### src/inc/qrs_pkg.sv
// constants and types for the quasi-resonant skip, restart and overvoltage control
package qrs_pkg;

  // -------------------------------------------------------------------------
  // clock
  // -------------------------------------------------------------------------
  localparam int CLK_PERIOD_NS   = 40;

  // -------------------------------------------------------------------------
  // times in their own unit and derived cycle counts
  // -------------------------------------------------------------------------
  localparam int RING_TIMEOUT_NS = 8000;
  localparam int MIN_PERIOD_NS   = 8000;
  localparam int MAX_ON_NS       = 50000;
  localparam int OVP_DELAY_NS    = 1000;
  localparam int RECOVER_NS      = 100000;

  localparam int RING_TIMEOUT_CYC = (RING_TIMEOUT_NS + CLK_PERIOD_NS - 1) / CLK_PERIOD_NS;
  localparam int MIN_PERIOD_CYC   = (MIN_PERIOD_NS + CLK_PERIOD_NS - 1) / CLK_PERIOD_NS;
  localparam int MAX_ON_CYC       = MAX_ON_NS / CLK_PERIOD_NS;
  localparam int OVP_DELAY_CYC    = (OVP_DELAY_NS + CLK_PERIOD_NS - 1) / CLK_PERIOD_NS;
  localparam int RECOVER_CYC      = (RECOVER_NS + CLK_PERIOD_NS - 1) / CLK_PERIOD_NS;

  // -------------------------------------------------------------------------
  // counter widths and terminal values
  // -------------------------------------------------------------------------
  localparam int TO_W  = 8;
  localparam int MP_W  = 8;
  localparam int ON_W  = 11;
  localparam int OV_W  = 5;
  localparam int RC_W  = 12;

  localparam logic [TO_W-1:0] TO_LAST = TO_W'(RING_TIMEOUT_CYC - 1);
  localparam logic [MP_W-1:0] MP_LAST = MP_W'(MIN_PERIOD_CYC - 1);
  localparam logic [ON_W-1:0] ON_LAST = ON_W'(MAX_ON_CYC - 1);
  localparam logic [OV_W-1:0] OV_LAST = OV_W'(OVP_DELAY_CYC - 1);
  localparam logic [RC_W-1:0] RC_LAST = RC_W'(RECOVER_CYC - 1);

  // -------------------------------------------------------------------------
  // operating modes
  // -------------------------------------------------------------------------
  typedef enum logic [2:0] {
    MODE_RUN     = 3'b001,
    MODE_FAULT   = 3'b010,
    MODE_RECOVER = 3'b100
  } qrs_mode_t;

  typedef struct packed {
    qrs_mode_t       mode;
    logic            drive;
    logic            pending;
    logic            demag_prev;
    logic            skip_prev;
    logic            soft_start;
    logic            floor_hold;
    logic [TO_W-1:0] to_cnt;
    logic            to_done;
    logic [MP_W-1:0] mp_cnt;
    logic            mp_done;
    logic [ON_W-1:0] on_cnt;
    logic [OV_W-1:0] ov_cnt;
    logic            ov_run;
    logic [RC_W-1:0] rc_cnt;
  } qrs_state_t;

  localparam qrs_state_t STATE_RESET = '{
    mode: MODE_RUN, drive: 1'b0, pending: 1'b0, demag_prev: 1'b0, skip_prev: 1'b0,
    soft_start: 1'b0, floor_hold: 1'b0, to_cnt: '0, to_done: 1'b0, mp_cnt: '0,
    mp_done: 1'b1, on_cnt: '0, ov_cnt: '0, ov_run: 1'b0, rc_cnt: '0};

endpackage

### src/design/qrs_ctrl.sv
// drive flip-flop, skip gating, ringing timeout, overvoltage latch and on-time guard
`timescale 1ns/10ps
//
// Summary of operation
// [RL1] a skip request resets the drive flip-flop and keeps pulses stopped while it lasts.
// [RL2] pulses resume only once the skip comparator (with its hysteresis) releases.
// [RL3] with no skip request the skip input does not touch the switching cycle.
// [RL4] every skip release launches a soft-start restart pulse.
// [RL5] while skipping, the peak setpoint is held at its floor instead of falling further.
// [RL6] a falling demagnetization crossing grants a new switch-on once the minimum period has run out.
// [RL7] each demagnetization crossing restarts the ringing timeout.
// [RL8] with no crossing for 8 us the timeout grants the restart instead.
// [RL9] a grant turns the drive on at once if skip is released, else waits for the release.
// [RL10] the plateau is sampled for overvoltage only after a delay from switch turn-off.
// [RL11] an overvoltage seen at the sampling pulse sets a persistent fault latch.
// [RL12] the fault latch blocks all pulses and requests the supply clamp.
// [RL13] the fault latch clears only when the supply falls below its collapse level.
// [RL14] the on-time ends when current sense reaches its maximum level.
// [RL15] a demagnetization grant before the minimum period from drive rise is ignored.
// [RL16] drive high longer than 50 us stops pulses and starts an auto-recovery wait.
// [RL17] the drive flip-flop is set by a qualified grant and reset by trip, skip or fault.
module qrs_ctrl
(
  input  wire logic sys_clk,
  input  wire logic rst,
  input  wire logic skip_request,
  input  wire logic demag_below,
  input  wire logic ovp_above,
  input  wire logic cs_trip,
  input  wire logic cs_max_trip,
  input  wire logic supply_low,
  output logic      gate_drive_output,
  output logic      supply_clamp_request,
  output logic      soft_start_restart,
  output logic      setpoint_floor_hold
);
  import qrs_pkg::*;

  qrs_state_t s;
  qrs_state_t next_s;

  logic demag_fall;
  logic grant;
  logic drive_set;
  logic drive_clr;
  logic ov_sample;
  logic on_limit;

  // -------------------------------------------------------------------------
  // next-state logic
  // -------------------------------------------------------------------------
  always_comb
  begin
    next_s     = s;
    demag_fall = demag_below & ~s.demag_prev;
    on_limit   = s.drive & (s.on_cnt == ON_LAST);
    ov_sample  = s.ov_run & (s.ov_cnt == OV_LAST);
    // early crossings are dropped, the timeout grant is a level
    grant      = (demag_fall & s.mp_done) | s.to_done;                   // [RL6] [RL8] [RL15]
    drive_clr  = cs_trip | cs_max_trip | skip_request | on_limit         // [RL14] [RL1] [RL16]
               | (s.mode != MODE_RUN);                                   // [RL12] [RL17]
    drive_set  = ~s.drive & (grant | s.pending) & ~drive_clr;           // [RL9] [RL2] [RL17]

    next_s.demag_prev = demag_below;
    next_s.skip_prev  = skip_request;
    next_s.soft_start = s.skip_prev & ~skip_request;                     // [RL4]
    next_s.floor_hold = skip_request;                                    // [RL5]

    // ringing timeout
    if (demag_fall)
    begin
      next_s.to_cnt  = '0;                                               // [RL7]
      next_s.to_done = 1'b0;
    end
    else if (!s.to_done)
    begin
      if (s.to_cnt == TO_LAST)
        next_s.to_done = 1'b1;                                           // [RL8]
      else
        next_s.to_cnt = s.to_cnt + 1'b1;
    end

    // minimum period timer
    if (!s.mp_done)
    begin
      if (s.mp_cnt == MP_LAST)
        next_s.mp_done = 1'b1;
      else
        next_s.mp_cnt = s.mp_cnt + 1'b1;
    end

    // grant held across a skip period
    if (grant & ~s.drive)
      next_s.pending = 1'b1;                                             // [RL9]

    // drive flip-flop
    if (drive_clr)
    begin
      next_s.drive = 1'b0;                                               // [RL17] [RL3]
    end
    else if (drive_set)
    begin
      next_s.drive   = 1'b1;
      next_s.pending = 1'b0;
      next_s.to_done = 1'b0;
      next_s.to_cnt  = '0;
      next_s.mp_cnt  = '0;                                               // [RL15]
      next_s.mp_done = 1'b0;
    end
    if (s.mode != MODE_RUN)
      next_s.pending = 1'b0;

    // on-time counter
    if (s.drive)
      next_s.on_cnt = s.on_cnt + 1'b1;
    else
      next_s.on_cnt = '0;

    // plateau sampling delay after turn-off
    if (s.drive & ~next_s.drive)
    begin
      next_s.ov_run = 1'b1;                                              // [RL10]
      next_s.ov_cnt = '0;
    end
    else if (ov_sample)
      next_s.ov_run = 1'b0;
    else if (s.ov_run)
      next_s.ov_cnt = s.ov_cnt + 1'b1;

    // mode sequencing
    unique case (s.mode)
      MODE_RUN:
      begin
        if (on_limit)
        begin
          next_s.mode   = MODE_RECOVER;                                  // [RL16]
          next_s.rc_cnt = '0;
        end
      end
      MODE_RECOVER:
      begin
        if (s.rc_cnt == RC_LAST)
        begin
          next_s.mode       = MODE_RUN;
          next_s.soft_start = 1'b1;
        end
        else
          next_s.rc_cnt = s.rc_cnt + 1'b1;
      end
      MODE_FAULT:
      begin
        if (supply_low)
          next_s.mode = MODE_RUN;                                        // [RL13]
      end
      default:
        next_s.mode = MODE_FAULT;
    endcase

    // a sample in the same cycle as supply collapse still latches
    if (ov_sample & ovp_above)
      next_s.mode = MODE_FAULT;                                          // [RL11]
  end

  // -------------------------------------------------------------------------
  // state register
  // -------------------------------------------------------------------------
  always_ff @(posedge sys_clk)
  begin
    if (rst)
      s <= STATE_RESET;
    else
      s <= next_s;
  end

  assign gate_drive_output    = s.drive;
  assign supply_clamp_request = (s.mode == MODE_FAULT);                  // [RL12]
  assign soft_start_restart   = s.soft_start;
  assign setpoint_floor_hold  = s.floor_hold;
endmodule // qrs_ctrl

### config.mk
export PLATFORM = sky130hd
export DESIGN_NAME = qrs_ctrl
export DESIGN_NICKNAME = d
export VERILOG_FILES = /design/src/inc/qrs_pkg.sv /design/src/design/qrs_ctrl.sv
export SDC_FILE = /design/constraint.sdc
export NUM_CORES = 1
export LEC_CHECK = 0
export BUFFER_PORTS_ARGS = -buffer_cell sky130_fd_sc_hd__buf_2
export CAP_MARGIN = 20
export CORE_UTILIZATION = 45
export DETAILED_ROUTE_END_ITERATION = 6
export GPL_TIMING_DRIVEN = 0
export PLACE_DENSITY = 0.57
export SETUP_SLACK_MARGIN = 0.3
export SLEW_MARGIN = 30
export SYNTH_ARGS = -nofsm -noshare
export SYNTH_HDL_FRONTEND = slang
export SYNTH_SLANG_ARGS = --single-unit
### constraint.sdc
create_clock -name sys_clk -period 2.1 [get_ports sys_clk]
set_input_delay 0.525 -clock sys_clk [delete_from_list [all_inputs] [get_ports sys_clk]]
set_output_delay 0.525 -clock sys_clk [all_outputs]
set_load 0.01 [all_outputs]
# Yosys cells after proc, flatten, opt, wreduce, memory -nomap -nowiden
# Cells that the tools add are included.
# op_classes
n_addsub	5
eq_ne	16
mux	25
bitwise_logic	22
reduce_logical	10
# op_table
op	count
two-way mux 18 bit	2
two-way mux 9 bit	3
two-way mux 12 bit	2
case mux 12 bit (2 select lines)	1
adder 8 x 1 -> 8 bit (second input constant)	2
== test 8 bit (second input constant)	2
two-way mux 8 bit	2
adder 12 x 1 -> 12 bit (second input constant)	1
== test 12 bit (second input constant)	1
adder 11 x 1 -> 11 bit (second input constant)	1
== test 11 bit (second input constant)	1
bitwise AND 1 bit	10
two-way mux 1 bit	9
two-way mux 3 bit	3
case mux 3 bit (3 select lines)	1
AND reduction 3 bit	3
inequality test 2 bit (second input constant)	4
OR reduction 2 bit	4
inequality test 3 bit (second input constant)	2
NOT 1 bit	6
OR 1 bit	6
adder 5 x 1 -> 5 bit (second input constant)	1
== test 5 bit (second input constant)	1
two-way mux 2 bit	2
other kinds (7)	8
# word_totals
regBits	55
in_bits	8
output_inout_bits	4
word_cells	93

# Logic depth before layout (Yosys ltp)
# logic_depth
ltp_word	12
depth_mapped	7
depth_no_buf	6

# Worst setup path before layout
# OpenSTA, ideal clock, no wires.
# synth_path
path_type	input -> register
from	input port cs_max_trip
to	register s[38] in the netlist's numbering
setup_ps	129
arrival_time_ps	1558
required_time_ps	1971
setup_slack_ps	413
cell_stages	5
n_path_buf	1
path_cell_list	or3_1 a2111oi_4 a211o_1 buf_4 nor2_1
# synth_via
elab_chain_len	8
# synth_lines
element	line_no	text
start, declared	qrs_ctrl.sv:30	input wire logic cs_max_trip,
OR 1 bit (*) (3 in a row)	qrs_ctrl.sv:60	drive_clr = cs_trip | cs_max_trip | skip_request | on_limit
OR 1 bit (*)	qrs_ctrl.sv:61	| (s.mode != MODE_RUN);
NOT 1 bit	qrs_ctrl.sv:62	drive_set = ~s.drive & (grant | s.pending) & ~drive_clr;
bitwise AND 1 bit	qrs_ctrl.sv:62	
two-way mux 18 bit	qrs_ctrl.sv:101	else if (drive_set)
two-way mux 18 bit (*)	qrs_ctrl.sv:97	if (drive_clr)
end signal, assigned	qrs_ctrl.sv:172	s <= next_s;
end, declared	qrs_ctrl.sv:39	qrs_state_t s;
# Mark *: on every way between the ends. The rest lies on a longest branch, timed or not.
# A chain may end at the register's enable or synchronous reset.

# Final worst setup path
# layout_path
from	register s[0] in the netlist's numbering
to	register s[7] in the netlist's numbering
# layout_via
elab_chain_len	3
word_cells_on_any_way	6
classes_between	add/sub (1); eq/ne (2); mux (2); reduce/logical (1)
# layout_lines
element	line_no
adder 12 x 1 -> 12 bit / == test 12 bit (equally long branches)	qrs_ctrl.sv:148, qrs_ctrl.sv:142
two-way mux 12 bit / inequality test 2 bit (equally long branches)	n/a
case mux 12 bit (2 select lines) / AND reduction 3 bit (equally long branches)	n/a
# Parallel ways exist; a longest one is shown, timed or not. The select of a mux whose other input is x is not followed.

==> impl_results.md <==
- Die width: 78.0 um
- Worst Tran Pin Value: 0.440 ns
- Fin crit period: 1.78 ns
- WHS Path Cells: 2
- Final std cells w/o fill: 383
- Initial antenna violation count: 0
- DRT Wirelength: 4.80 mm
- Vias/cell: 5.21
- Crit end category: flop
- Fraction of registers with async set/reset: 0%
- Num CTS Buffers: 5
- Worst hold slack: 0.448 ns
- TritonRoute pass-1 iters: 4
- Placed insts: 373
- Std-Cell Rows: 27
- Post-synth EDFFs: 0
- Synth Register Bits: 55
- Crit path DAT: 2.02 ns
- First-pass GRT wire length: 8.55 mm
- CTS clk-pin slew, worst paths: 0.10 ns
- Hold Startpoint: skip_request
- Inserted Diodes: 0
- CP top delay family: compound AO/OA/AOI/OAI gates
- Worst path max stage delay: 0.45 ns
- Final hold violation count: 0
- Root Driver: clkbuf_8
- Peak supply drop: 0.257 mV
- Layout cells sized above 1: 11.6%
- Worst-Skew Late Latency: 0.30 ns
- CP max stage cell: dfxtp_1
- Worst-path cell chain: ha_1 > nand4bb_1 > o31a_4 > a31o_1 > a21oi_1
- Sink Count: 55
- Critical path class: reg2reg
- Max Fclk: 562 MHz
- Total track usage: 17.5%
- R2R Path End: s[7]
- Tcrit/Tclk final: 84.7%
- Remaining antenna violation count: 0
- Leakage: 0.999 nW
- WP data required: 2.34 ns
- DIE AREA: 6080 um2
- Yosys Warn Count: 0
- Nets: 325
- Vias in the first global route: 1838
- Post-synthesis sequential area ratio: 42.4%
- # DRC: 0
- # port buffers: 11
- Ys flop type: dfxtp_1
- Clk buf depth: 2
- Cell Area, Synth: 2600 um2
- Vias: 1996
- Slew Viols, Final: 0
- Post-DP HPWL: 3.46 mm
- CTS tree: built
- Power per cell area: 624 nW/um2
- GR Overflow Total: 0
- Routed length per instance: 12.5 um
- FF-to-FF Start: s[0]
- RD Place Congestion: 0.748
- CP max FO: 6
- First DRT Iteration DRCs: 43
- Sum Neg Setup Slack: 0 ns
- Hold Path End: setpoint_floor_hold
- Reg2reg path depth: 5
- Mapped Nets: 305
- Layout area overhead: 11.5%
- Core Region: 5540 um2
- Top Ports: 12
- Syn_area_per_cell: 8.96 um2
- Endpoints failing setup: 0
- Die height: 78.0 um
- CTS HTree Levels: 2
- Max-Cap Viols: 0
- Worst hold path class: in2reg
- Startpoint types: flop
- Rel. slew slack: 70.7%
- Fillers: 567
- Outcome: complete, no violations
- Clock Skews: 0.00598 ns
- Largest net degree at the start of global routing: 16
- Starting density of the core: 46.9%
- R2R Setup Slk: 0.32 ns
- Synth Instances: 290
- Synth cell types: 50
- RSZ-0062 raised after global routing: true
- Worst path bufs/invs: 0
## final cells by class
class / instances / area (um2) / area share, %
buffer: 7 / 36.3 / 1.25
inverter: 8 / 30.0 / 1.04
tap: 72 / 90.1 / 3.11
timing repair buffer: 13 / 70.1 / 2.42
clock buffer: 8 / 100 / 3.46
sequential: 55 / 1100 / 38.1
multi-input combinational: 220 / 1470 / 50.6
## sequential cells by signal (all words and copies together) (netlist names)
register,cells
s,52
setpoint_floor_hold,1
soft_start_restart,1
gate_drive_output,1
## routing by layer
layer	up-vias	track usage [%]	share of wire [%]
met1	900	24.6	54
met5	-	0	0
met4	0	5.56	1.1
met2	21	26.8	42
met3	4	3.65	2.9
li1	1071	-	-
## placed cells by master, fill, tap and decap left out, drive strengths merged, types with 5 or more instances in the layout
cell type,n
inv,8
mux2i,5
xor2,17
a21oi,12
nand3,16
dfxtp,55
nor2b,6
nand2,18
buf,17
nand4,12
clkbuf,11
ha,7
nor3b,5
nor3,7
xnor2,11
nor2,44
## where the power goes
part	internal [W]	switching (W)	total, W
clock	0.000302	0.000331	0.000632
sequential	0.00106	0.0000198	0.00108
combinational	0.0000437	0.0000530	0.0000966
total	0.00140	0.000403	0.00181
## cells in the mapped netlist (2+ instances only)
cell type	n	area (um2)
dfxtp_1	55	1100
nor2_1	44	165
nand2_1	18	67.6
xor2_1	17	149
nand3_1	16	80.1
a21oi_1	12	60.1
nand4_1	12	75.1
xnor2_1	11	96.3
inv_1	8	30.0
ha_1	7	87.6
nor3_1	7	35.0
nor2b_1	6	37.5
mux2i_1	5	50.1
and3_1	4	25.0
nand2b_1	4	25.0
nand3b_1	4	30.0
nand4b_1	4	35.0
nor3b_1	4	30.0
o21ai_0	4	20.0
clkbuf_1	3	11.3
nor4_1	3	18.8
or3_1	3	18.8
a311oi_1	2	17.5
a31oi_1	2	12.5
a41oi_1	2	17.5
and2_1	2	12.5
and4b_1	2	20.0
buf_2	2	10.0
buf_4	2	15.0
nor4bb_1	2	20.0
o41ai_1	2	17.5
or2_2	2	12.5
or3b_1	2	17.5
## stage by stage
stage	area, um2	util (%)	total power [W]	worst slack, ns
2_1_floorplan	2600	-	0.00117	0.413
6_report	2900	52.3	0.00181	0.321
3_3_place_gp	2740	49.5	0.00120	0.193
5_1_grt	2900	52.3	0.00189	0.245
3_5_place_dp	2740	49.5	0.00120	0.173
4_1_cts	2850	51.5	0.00184	0.313
## worst register-to-register path, stage by stage (launching register included)
cell and delay (ns):
dfxtp_1 0.45, ha_1 0.24, nand4bb_1 0.25, o31a_4 0.45, a31o_1 0.22, a21oi_1 0.10
## cells by family (layout without fill, tap and decap cells)
group | Yosys count | in the layout | share of synthesized area (%)
simple gates | 146 | 146 | 30.6
mux | 5 | 5 | 1.93
fa+ha+maj | 7 | 7 | 3.37
buf+inv | 15 | 36 | 2.55
flops | 55 | 55 | 42.4
compound gates | 34 | 34 | 9.73
xor+xnor | 28 | 28 | 9.44
## how the worst max path moves through the flow
| stage | startpoint | to | slack [ns] | depth (start not counted) |
|---|---|---|---|---|
| global route | s[0] | s[7] | 0.25 | 5 |
| finish | s[0] | s[7] | 0.32 | 5 |
| detailed placement | cs_max_trip | s[38] | 0.17 | 6 |
| global placement | cs_max_trip | s[35] | 0.19 | 6 |
| floorplan | cs_max_trip | s[38] | 0.41 | 5 |
| CTS | gate_drive_output | s[6] | 0.31 | 5 |
## repair_timing
action | in CTS | in global routing
hold buffers | 0 | 0
setup buffers | 0 | 2
pin swaps | 0 | 2
resized for setup | 3 | 5
endpoints found under the setup margin | 17 | 34
(Power assumes the default switching activity.)
